`src/verilog/hbu_pkg.sv`:
```
// Shared constants and types for the host bus unit.
// Assumes a single 125 MHz core clock; all host pins are asynchronous to it.
package hbu_pkg;

  // ----------------------------------------------------------------
  // Widths
  // ----------------------------------------------------------------
  localparam int AW = 11;                       // Host address width
  localparam int DW = 8;                        // Host data width

  // ----------------------------------------------------------------
  // Internal decoder window: low byte must be 00000xxx
  // ----------------------------------------------------------------
  localparam logic [4:0] DEC_WINDOW_HI = 5'h00; // Required value of bits 7..3
  localparam int         DEC_HI_LSB    = 3;     // Lowest bit of that field

  // ----------------------------------------------------------------
  // Word cells whose byte order flips for the E-clock family
  // ----------------------------------------------------------------
  localparam logic [AW-1:0] SWAP_INT_ADDR  = 11'h002; // Interrupt word
  localparam logic [AW-1:0] SWAP_STAT_ADDR = 11'h004; // Status word
  localparam logic [AW-1:0] SWAP_MODE_ADDR = 11'h006; // Mode word
  localparam logic [AW-1:0] SWAP_WDOG_ADDR = 11'h024; // Watchdog reload word

  // ----------------------------------------------------------------
  // Reset values
  // ----------------------------------------------------------------
  localparam logic [DW-1:0] DOUT_RST = 8'h00;   // Read data register
  localparam logic [1:0]    DIV_RST  = 2'h0;    // Divider counter
  // Control pins at rest: select and both strobes high, the rest low
  localparam logic [6:0]    PIN_IDLE_RST = 7'h0E;

  // ----------------------------------------------------------------
  // Access sequencer states
  // ----------------------------------------------------------------
  typedef enum logic [2:0] {
    HBU_IDLE,
    HBU_RD_REQ,
    HBU_RD_WAIT,
    HBU_HOLD,
    HBU_WR_REQ
  } hbu_state_t;

  // Word cell with swapped byte order
  function automatic logic hbu_swap_hit(input logic [AW-1:0] a);
    logic [AW-1:0] w;
    w = {a[AW-1:1], 1'b0};
    return (w == SWAP_INT_ADDR) || (w == SWAP_STAT_ADDR) ||
           (w == SWAP_MODE_ADDR) || (w == SWAP_WDOG_ADDR);
  endfunction : hbu_swap_hit

endpackage : hbu_pkg

```
`src/verilog/hbu_host_bus_unit.sv`:
```
// Host bus unit: parallel processor port onto the internal RAM arbiter.
// Assumes all host pins are asynchronous and the RAM answers one cycle
// after its request is granted.
`timescale 1ns/1ps
// Notes on behaviour
// - 8-bit data, 11-bit address, sync or async
// - Family pin picks strobes and byte order
// - Timing pin picks rigid or asynchronous timing
// - Sync E-clock: no ready, non-multiplexed bus
// - Sync E-clock: decoder off, external select
// - Async E-clock: ready driven, non-multiplexed bus
// - Async E-clock: decoder off, external select
// - Sync strobe mode: rigid, muxed address/data
// - Sync strobe mode: internal latch and decoder
// - Latch low address, window 00000xxx, select tied high
// - E-clock family swaps bytes of word cells
// - Async strobe mode: decoder off, ready driven
// - Host wins simultaneous RAM access
module hbu_host_bus_unit
  import hbu_pkg::*;
(
  // Clock and reset
  input  wire logic          clk,
  input  wire logic          rst_n,
  // Static configuration pins
  input  wire logic          family_select_pin,   // 1: E-clock family
  input  wire logic          timing_select_pin,   // 1: synchronous rigid
  input  wire logic          divider_select_pin,  // 1: /2, 0: /4
  // Host control pins
  input  wire logic          chip_select_n,
  input  wire logic          write_strobe_n,      // E clock in E family
  input  wire logic          read_strobe_n,       // Read/write in E family
  input  wire logic          addr_latch_strobe,
  input  wire logic [AW-1:0] address_bus_lines,
  // Host data pins, also low address in multiplexed mode
  input  wire logic [DW-1:0] data_bus_lines_in,
  output logic [DW-1:0]      data_bus_lines_out,
  output logic               data_bus_lines_oe,
  // Ready handshake pin
  output logic               wait_ready_out,
  output logic               wait_ready_oe,
  // Divided clock output
  output logic               divided_clock_out,
  // Sequencer RAM port
  input  wire logic          seq_req,
  input  wire logic          seq_we,
  input  wire logic [AW-1:0] seq_addr,
  input  wire logic [DW-1:0] seq_wdata,
  output logic               seq_gnt,
  // RAM port
  output logic               ram_en,
  output logic               ram_we,
  output logic [AW-1:0]      ram_addr,
  output logic [DW-1:0]      ram_wdata,
  input  wire logic [DW-1:0] ram_rdata
);

  // ----------------------------------------------------------------
  // Pin synchronisers
  // ----------------------------------------------------------------
  localparam int SW = 7 + AW + DW;              // Synchronised pin count
  logic [SW-1:0] pin_meta_r;                    // First stage only
  logic [SW-1:0] pin_sync_r;                    // Safe to read
  logic          fam_s;                         // E-clock family
  logic          tim_s;                         // Rigid timing
  logic          div_s;                         // Divide-by-two
  logic          cs_n_s;
  logic          wr_n_s;
  logic          rd_n_s;
  logic          ale_s;
  logic [AW-1:0] addr_s;
  logic [DW-1:0] data_s;

  // Two flops for every pin; the first is read by nothing else
  // Reset to idle pin levels, else a zero select and strobe fake an access
  always_ff @(posedge clk or negedge rst_n)
  begin
    if (!rst_n)
    begin
      pin_meta_r <= {PIN_IDLE_RST, {(AW+DW){1'b0}}};
      pin_sync_r <= {PIN_IDLE_RST, {(AW+DW){1'b0}}};
    end
    else
    begin
      pin_meta_r <= {family_select_pin, timing_select_pin, divider_select_pin,
                     chip_select_n, write_strobe_n, read_strobe_n,
                     addr_latch_strobe, address_bus_lines, data_bus_lines_in};
      pin_sync_r <= pin_meta_r;
    end
  end

  assign {fam_s, tim_s, div_s, cs_n_s, wr_n_s, rd_n_s, ale_s, addr_s, data_s}
    = pin_sync_r;

  // ----------------------------------------------------------------
  // Mode decode
  // ----------------------------------------------------------------
  logic          int_dec;                       // Internal decoder in use
  logic          ready_en;                      // Ready handshake in use
  logic [DW-1:0] lat_r;                         // Latched low address
  logic          sel;                           // Device selected
  logic          active;                        // Strobe phase of an access
  logic          is_read;                       // Access direction
  logic [AW-1:0] acc_addr;                      // Full host address

  // Configuration pins are trusted static, so no capture register
  assign int_dec  = !fam_s && tim_s;
  assign ready_en = !tim_s;

  // Low address follows the shared bus while the latch strobe is high
  always_ff @(posedge clk or negedge rst_n)
  begin
    if (!rst_n)
      lat_r <= DOUT_RST;
    else if (ale_s && int_dec)
      lat_r <= data_s;
  end

  // Select from fixed window or from the external pin
  always_comb
  begin
    if (int_dec)
    begin
      sel      = (lat_r[DW-1:DEC_HI_LSB] == DEC_WINDOW_HI);
      acc_addr = {addr_s[AW-1:DW], lat_r};
    end
    else
    begin
      sel      = !cs_n_s;
      acc_addr = addr_s;
    end
    // Strobe style per family
    if (fam_s)
    begin
      active  = sel && wr_n_s;
      is_read = rd_n_s;
    end
    else
    begin
      active  = sel && (!rd_n_s || !wr_n_s);
      is_read = !rd_n_s;
    end
  end

  // ----------------------------------------------------------------
  // Access sequencer
  // ----------------------------------------------------------------
  hbu_state_t    state_r;
  hbu_state_t    state_nxt;
  logic          active_d_r;                    // Previous strobe phase
  logic          rd_r;                          // Direction of this access
  logic [AW-1:0] acc_addr_r;                    // Host address of access
  logic [AW-1:0] ram_addr_h;                    // Address after byte swap
  logic [DW-1:0] wdata_r;                       // Last sampled write data
  logic          host_req;
  logic          host_gnt;
  logic          start;

  assign start = active && !active_d_r;

  // Word cells map byte 0 and byte 1 the other way round
  assign ram_addr_h = (fam_s && hbu_swap_hit(acc_addr_r))
                    ? (acc_addr_r ^ 11'h001) : acc_addr_r;
  assign host_req   = (state_r == HBU_RD_REQ) || (state_r == HBU_WR_REQ);

  // Next state
  always_comb
  begin
    state_nxt = state_r;
    case (state_r)
      HBU_IDLE:
        if (start)
          state_nxt = is_read ? HBU_RD_REQ : HBU_HOLD;
      HBU_RD_REQ:
        if (host_gnt)
          state_nxt = HBU_RD_WAIT;
      HBU_RD_WAIT:
        state_nxt = HBU_HOLD;
      HBU_HOLD:
        // Write data is only safe at the trailing edge of the strobe
        if (!active)
          state_nxt = rd_r ? HBU_IDLE : HBU_WR_REQ;
      HBU_WR_REQ:
        if (host_gnt)
          state_nxt = HBU_IDLE;
      default:
        state_nxt = HBU_IDLE;
    endcase
  end

  // State register
  always_ff @(posedge clk or negedge rst_n)
  begin
    if (!rst_n)
    begin
      state_r    <= HBU_IDLE;
      active_d_r <= 1'b0;
    end
    else
    begin
      state_r    <= state_nxt;
      active_d_r <= active;
    end
  end

  // Access capture
  always_ff @(posedge clk or negedge rst_n)
  begin
    if (!rst_n)
    begin
      rd_r       <= 1'b0;
      acc_addr_r <= '0;
      wdata_r    <= DOUT_RST;
    end
    else
    begin
      if (state_r == HBU_IDLE && start)
      begin
        rd_r       <= is_read;
        acc_addr_r <= acc_addr;
      end
      if (state_r == HBU_HOLD && active)
        wdata_r <= data_s;
    end
  end

  // Read data register
  always_ff @(posedge clk or negedge rst_n)
  begin
    if (!rst_n)
      data_bus_lines_out <= DOUT_RST;
    else if (state_r == HBU_RD_WAIT)
      data_bus_lines_out <= ram_rdata;
  end

  // Bus drive and ready pin
  assign data_bus_lines_oe = active && rd_r && (state_r == HBU_HOLD);
  assign wait_ready_oe     = ready_en && sel;
  assign wait_ready_out    = (state_r == HBU_HOLD);

  // ----------------------------------------------------------------
  // Clock divider
  // ----------------------------------------------------------------
  logic [1:0] div_cnt_r;
  logic       div_tick;

  // Toggle each cycle for /2, every second cycle for /4
  assign div_tick = div_s || div_cnt_r[0];

  always_ff @(posedge clk or negedge rst_n)
  begin
    if (!rst_n)
    begin
      div_cnt_r         <= DIV_RST;
      divided_clock_out <= 1'b0;
    end
    else
    begin
      div_cnt_r <= div_cnt_r + 2'h1;
      if (div_tick)
        divided_clock_out <= !divided_clock_out;
    end
  end

  // ----------------------------------------------------------------
  // RAM arbitration
  // ----------------------------------------------------------------
  hbu_ram_arbiter u_arb (
    .host_req   (host_req),
    .host_we    (state_r == HBU_WR_REQ),
    .host_addr  (ram_addr_h),
    .host_wdata (wdata_r),
    .host_gnt   (host_gnt),
    .seq_req    (seq_req),
    .seq_we     (seq_we),
    .seq_addr   (seq_addr),
    .seq_wdata  (seq_wdata),
    .seq_gnt    (seq_gnt),
    .ram_en     (ram_en),
    .ram_we     (ram_we),
    .ram_addr   (ram_addr),
    .ram_wdata  (ram_wdata)
  );

  // ----------------------------------------------------------------
  // Assertions
  // ----------------------------------------------------------------
  a_no_ready_sync: assert property (@(posedge clk) disable iff (!rst_n)
    tim_s |-> !wait_ready_oe) else $error("ready driven in rigid mode");

  a_ready_async: assert property (@(posedge clk) disable iff (!rst_n)
    (!tim_s && sel && state_r == HBU_HOLD) |-> (wait_ready_oe && wait_ready_out))
    else $error("ready missing in async mode");

  a_window_decode: assert property (@(posedge clk) disable iff (!rst_n)
    int_dec |-> (sel == (lat_r[7:3] == 5'h00)))
    else $error("internal window decode wrong");

  a_ext_select: assert property (@(posedge clk) disable iff (!rst_n)
    (fam_s || !tim_s) |-> (sel == !cs_n_s))
    else $error("external select ignored");

  a_host_first: assert property (@(posedge clk) disable iff (!rst_n)
    (host_req && seq_req) |-> (!seq_gnt && ram_addr == ram_addr_h))
    else $error("sequencer beat host");

  a_byte_swap: assert property (@(posedge clk) disable iff (!rst_n)
    (host_req && fam_s && hbu_swap_hit(acc_addr_r))
      |-> (ram_addr[0] != acc_addr_r[0]))
    else $error("word cell not swapped");

  a_read_path: assert property (@(posedge clk) disable iff (!rst_n)
    (state_r == HBU_RD_REQ && host_gnt) |=> ##1
      (data_bus_lines_out == $past(ram_rdata) && state_r == HBU_HOLD))
    else $error("read data not captured");

  a_div_four: assert property (@(posedge clk) disable iff (!rst_n)
    ($rose(divided_clock_out) && !div_s && !$past(div_s)) ##1 !div_s[*3]
      |=> $rose(divided_clock_out))
    else $error("divide by four period wrong");

  a_write_after: assert property (@(posedge clk) disable iff (!rst_n)
    (state_r == HBU_HOLD && !rd_r && !active) |=> (host_req && ram_we))
    else $error("write not issued at strobe end");

endmodule : hbu_host_bus_unit

```
`src/verilog/hbu_ram_arbiter.sv`:
```
// Fixed-priority arbiter in front of the single-port internal RAM.
// Assumes a RAM with one-cycle read latency on the same clock.
`timescale 1ns/1ps
module hbu_ram_arbiter
  import hbu_pkg::*;
(
  // Host side
  input  wire logic          host_req,
  input  wire logic          host_we,
  input  wire logic [AW-1:0] host_addr,
  input  wire logic [DW-1:0] host_wdata,
  output logic               host_gnt,
  // Sequencer side
  input  wire logic          seq_req,
  input  wire logic          seq_we,
  input  wire logic [AW-1:0] seq_addr,
  input  wire logic [DW-1:0] seq_wdata,
  output logic               seq_gnt,
  // RAM side
  output logic               ram_en,
  output logic               ram_we,
  output logic [AW-1:0]      ram_addr,
  output logic [DW-1:0]      ram_wdata
);

  // ----------------------------------------------------------------
  // Grant and mux
  // ----------------------------------------------------------------
  // Host wins a collision: shortest access time for the processor
  always_comb
  begin
    host_gnt = host_req;
    seq_gnt  = seq_req && !host_req;
    ram_en   = host_req || seq_req;
    if (host_req)
    begin
      ram_we    = host_we;
      ram_addr  = host_addr;
      ram_wdata = host_wdata;
    end
    else
    begin
      ram_we    = seq_we && seq_req;
      ram_addr  = seq_addr;
      ram_wdata = seq_wdata;
    end
  end

endmodule : hbu_ram_arbiter

```
`config.mk`:
```
export PLATFORM = sky130hd
export DESIGN_NAME = hbu_host_bus_unit
export DESIGN_NICKNAME = d
export VERILOG_FILES = /design/src/verilog/hbu_pkg.sv /design/src/verilog/hbu_host_bus_unit.sv /design/src/verilog/hbu_ram_arbiter.sv
export SDC_FILE = /design/constraint.sdc
export NUM_CORES = 1
export LEC_CHECK = 0
export BUFFER_PORTS_ARGS = -buffer_cell sky130_fd_sc_hd__buf_2
export CORE_ASPECT_RATIO = 0.8
export CORE_UTILIZATION = 52
export DETAILED_ROUTE_END_ITERATION = 10
export PLACE_DENSITY = 0.79
export RECOVER_POWER = 25
export SYNTH_ARGS = -nofsm -noshare
export SYNTH_HDL_FRONTEND = slang
export SYNTH_SLANG_ARGS = --single-unit
export TNS_END_PERCENT = 100
```
`constraint.sdc`:
```
create_clock -name clk -period 2.3 [get_ports clk]
set_clock_uncertainty 0.05 [all_clocks]
set_input_delay 0.46 -clock clk [delete_from_list [all_inputs] [get_ports clk]]
set_output_delay 0.46 -clock clk [all_outputs]
set_load 0.01 [all_outputs]
```
==> run_results.csv <==
group,metric,value,unit
hold_path,hold_end,"pin_meta_r[20]$_DFF_PN1_",
hold_path,whs_path_depth,1,
yosys,avgSynthCellArea,15.0,sq um
cells_and_area,fin_cells,421,
floorplan,die_w,92.4,um
floorplan,die_h,74.3,um
timing,timing.fmax,432,MHz
yosys,syn-num-nets,283,
clock_network,clk_pin_slew,0.08,ns
route,viasPerCell,4.96,
timing,hold_viol,0,
run_status,status,"finished, violations left",
clock_network,cts_sinks,94,
place,dp_cells,395,
timing,worst_pin_slew,1.03,ns
global_routing,overflow,0,
yosys,synth_commonest_cells,"dfrtp_1 (88), mux2_1 (54), nand2_1 (28), nor2_1 (12), dfstp_2 (6)",
yosys,syn_area,3400,sq um
route,drc_errors,0,
route,drt-pass1-iter-count,4,
floorplan,core-area,6100,sq um
power_and_ir_drop,finalPower,4780,uW
worst_setup_path,reg2reg_slack,0.35,ns
yosys,yosysWarningCount,0,
floorplan,row_count,25,
global_routing,grt_pass1_vias,1960,
global_routing,antenna_found_initial,0,
yosys,synth_top_area_cell,"dfrtp_1",
timing,setup_slack,-0.0157,ns
clock_network,htreeDepth,3,
route,totalWireLength,6130,um
timing,report.final.setup_viol,9,
global_routing,grt_max_degree,44,
floorplan,initial_core_util,55.7,%
yosys,synth_ff_type,"dfrtp_1",
timing,min_period,2.32,ns
worst_setup_path,worst_setup_path_start_kind,"flip-flop",
yosys,seq_area_frac_synth,69.5,%
yosys,yosysMostFrequentCell,"dfrtp_1",
clock_network,cts_tree,"built",
worst_setup_path,end_kind,"output port",
cells_and_area,nNetsFinal,394,
timing,drv_slew,0,
clock_network,clockRootBuffer,"clkbuf_8",
clock_network,cts.hold.buffers_added,0,
yosys,synth_edf_count,0,
worst_setup_path,r2r_start,"pin_sync_r[25]$_DFF_PN0_",
cells_and_area,area_delta_synth_final,28.2,%
hold_path,hold_path_class,"in2reg",
hold_path,min_from,"read_strobe_n",
route,drt-initial-drc-count,90,
yosys,synth_top_cell_area_share,64.8,%
yosys,yosys_register_bits,94,
floorplan,ios,91,
run_status,failed_checks,"negative setup slack",
yosys,ys_async_sr_fraction,100,%
worst_setup_path,cp_data_arrival_time,1.81,ns
power_and_ir_drop,irDropWorstVdd,0.000677,V
cells_and_area,drive_above_1_share,43.2,%
clock_network,clockBufferDepth,2,
place,hpwl,4130,um
yosys,synthTopCellsByArea,"dfrtp_1 (65%), mux2_1 (18%), dfstp_2 (4.6%)",
route,drtAntennaViolNets,0,
timing,finalCritPeriodShare,101,%
clock_network,cts_buffers,9,
place,port_buffers,90,
cells_and_area,antenna_cells,0,
worst_setup_path,critPathMaxFanout,9,
yosys,synth_cell_types,30,
global_routing,grt_util_all_layers,19.5,%
place,place.gp.congestion,0.745,
floorplan,die_area,6860,sq um
route,num_vias,2087,
yosys,syn_inst,226,
timing,rsz0062_at_grt,"true",
power_and_ir_drop,p_per_area,1100,nW/um^2
worst_setup_path,reg2reg_to,"acc_addr_r[6]$_DFFE_PN0P_",
timing,whs,0.159,ns
worst_setup_path,critPathRequiredTime,1.79,ns
clock_network,clkLatencyLatePin,0.34,ns
flow_run,maxCapViolCount,0,
route,routedWlPerCell,14.6,um
worst_setup_path,path_class,"reg2out",
global_routing,grt_pass1_wl,9730,um
timing,setup_tns,-0.0390,ns
worst_setup_path,rr_worst_depth,6,
timing,slew_headroom,31.6,%
power_and_ir_drop,p_leak,0.00211,uW
metrics by stage:
step	instance area [sq um]	utilization [%]	setup WS, ns
6_report	4350	71.4	-0.0157
3_5_place_dp	3980	65.2	0.250
3_3_place_gp	3980	65.2	0.318
5_1_grt	4350	71.4	-0.0721
4_1_cts	4250	69.6	-0.00680
2_1_floorplan	3400	-	0.367
layout make-up:
cell class | instances | area [sq um]
Fill cell | 445 | 1750
Inverter | 1 | 3.75
Clock buffer | 13 | 159
Multi-Input combinational cell | 123 | 1070
Timing Repair Buffer | 108 | 631
Sequential cell | 94 | 2360
Tap cell | 81 | 101
Clock inverter | 1 | 30.0
worst max-delay path by stage:
stage                                   startpoint           to  slack (ns)  cells past startpoint
after floorplan             state_r[2]$_DFFE_PN0P_  ram_addr[2]        0.37                      5
after detailed placement  pin_sync_r[25]$_DFF_PN0_  ram_addr[0]        0.25                      5
after CTS                   state_r[0]$_DFFE_PN0P_  ram_addr[5]      -0.007                      5
final                       state_r[2]$_DFFE_PN0P_  ram_addr[7]       -0.02                      6
after global routing        state_r[2]$_DFFE_PN0P_  ram_addr[7]       -0.07                      6
after global placement    pin_sync_r[25]$_DFF_PN0_  ram_addr[0]        0.32                      5
what timing repair did:
item	4_1_cts	5_1_grt
cloned	1	0
endpoints found under the setup margin	19	20
buffers inserted	4	7
pin swaps	1	3
endpoints found under the hold margin	0	0
resized for setup	6	13
registers in the layout (all words and copies together), names as in the netlist:
name,count
divided_clock_out,1
acc_addr_r,11
div_cnt_r,1
lat_r,8
data_bus_lines_out,8
pin_meta_r,26
active_d_r,1
state_r,3
pin_sync_r,26
rd_r,1
wdata_r,8
layout by cell type, fill, tap and decap left out, types with 2 or more instances in the layout:
| cell | Yosys | routed |
|---|---|---|
| and2_1 | 2 | 2 |
| dfrtp_1 | 88 | 85 |
| nor2_1 | 12 | 11 |
| buf_4 | 1 | 15 |
| nor2b_1 | 2 | 2 |
| mux2_1 | 54 | 46 |
| nand2b_1 | 2 | 2 |
| clkbuf_1 | 1 | 2 |
| a21oi_1 | 3 | 3 |
| nand2_1 | 28 | 28 |
| nor3_1 | 2 | 2 |
| clkbuf_8 | 0 | 11 |
| nor4b_4 | 0 | 2 |
| xnor2_1 | 3 | 2 |
| mux2_4 | 0 | 9 |
| dfstp_2 | 6 | 6 |
| buf_12 | 0 | 2 |
| dfrtp_2 | 0 | 3 |
| buf_2 | 5 | 89 |
worst max-delay path, stage by stage, from the launching register on:
cell and delay, ns:
dfrtp_2 0.44, xnor2_2 0.16, nor2_2 0.13, buf_4 0.13, buf_12 0.14, mux2_1 0.32
buf_2 0.14
per-layer routing:
layer  GRT usage, %  part of all wire [%]
met2           29.8                    46
met1           26.3                    47
met3           5.32                   4.7
met5              0                     0
met4           9.72                   2.3
cell families after synthesis:
group / share of synthesized area, %
AOI/OAI and AO/OA: 1.80
DFF: 69.5
and+or+nand+nor: 7.96
xor gates and xnor gates: 1.03
muxes: 18.2
buffers and inverters: 1.51
power by group:
group          internal [uW]  switching (uW)
sequential              2010             255
clock                    551             497
combinational            809             652
total                   3370            1400
(Power assumes the default switching activity.)
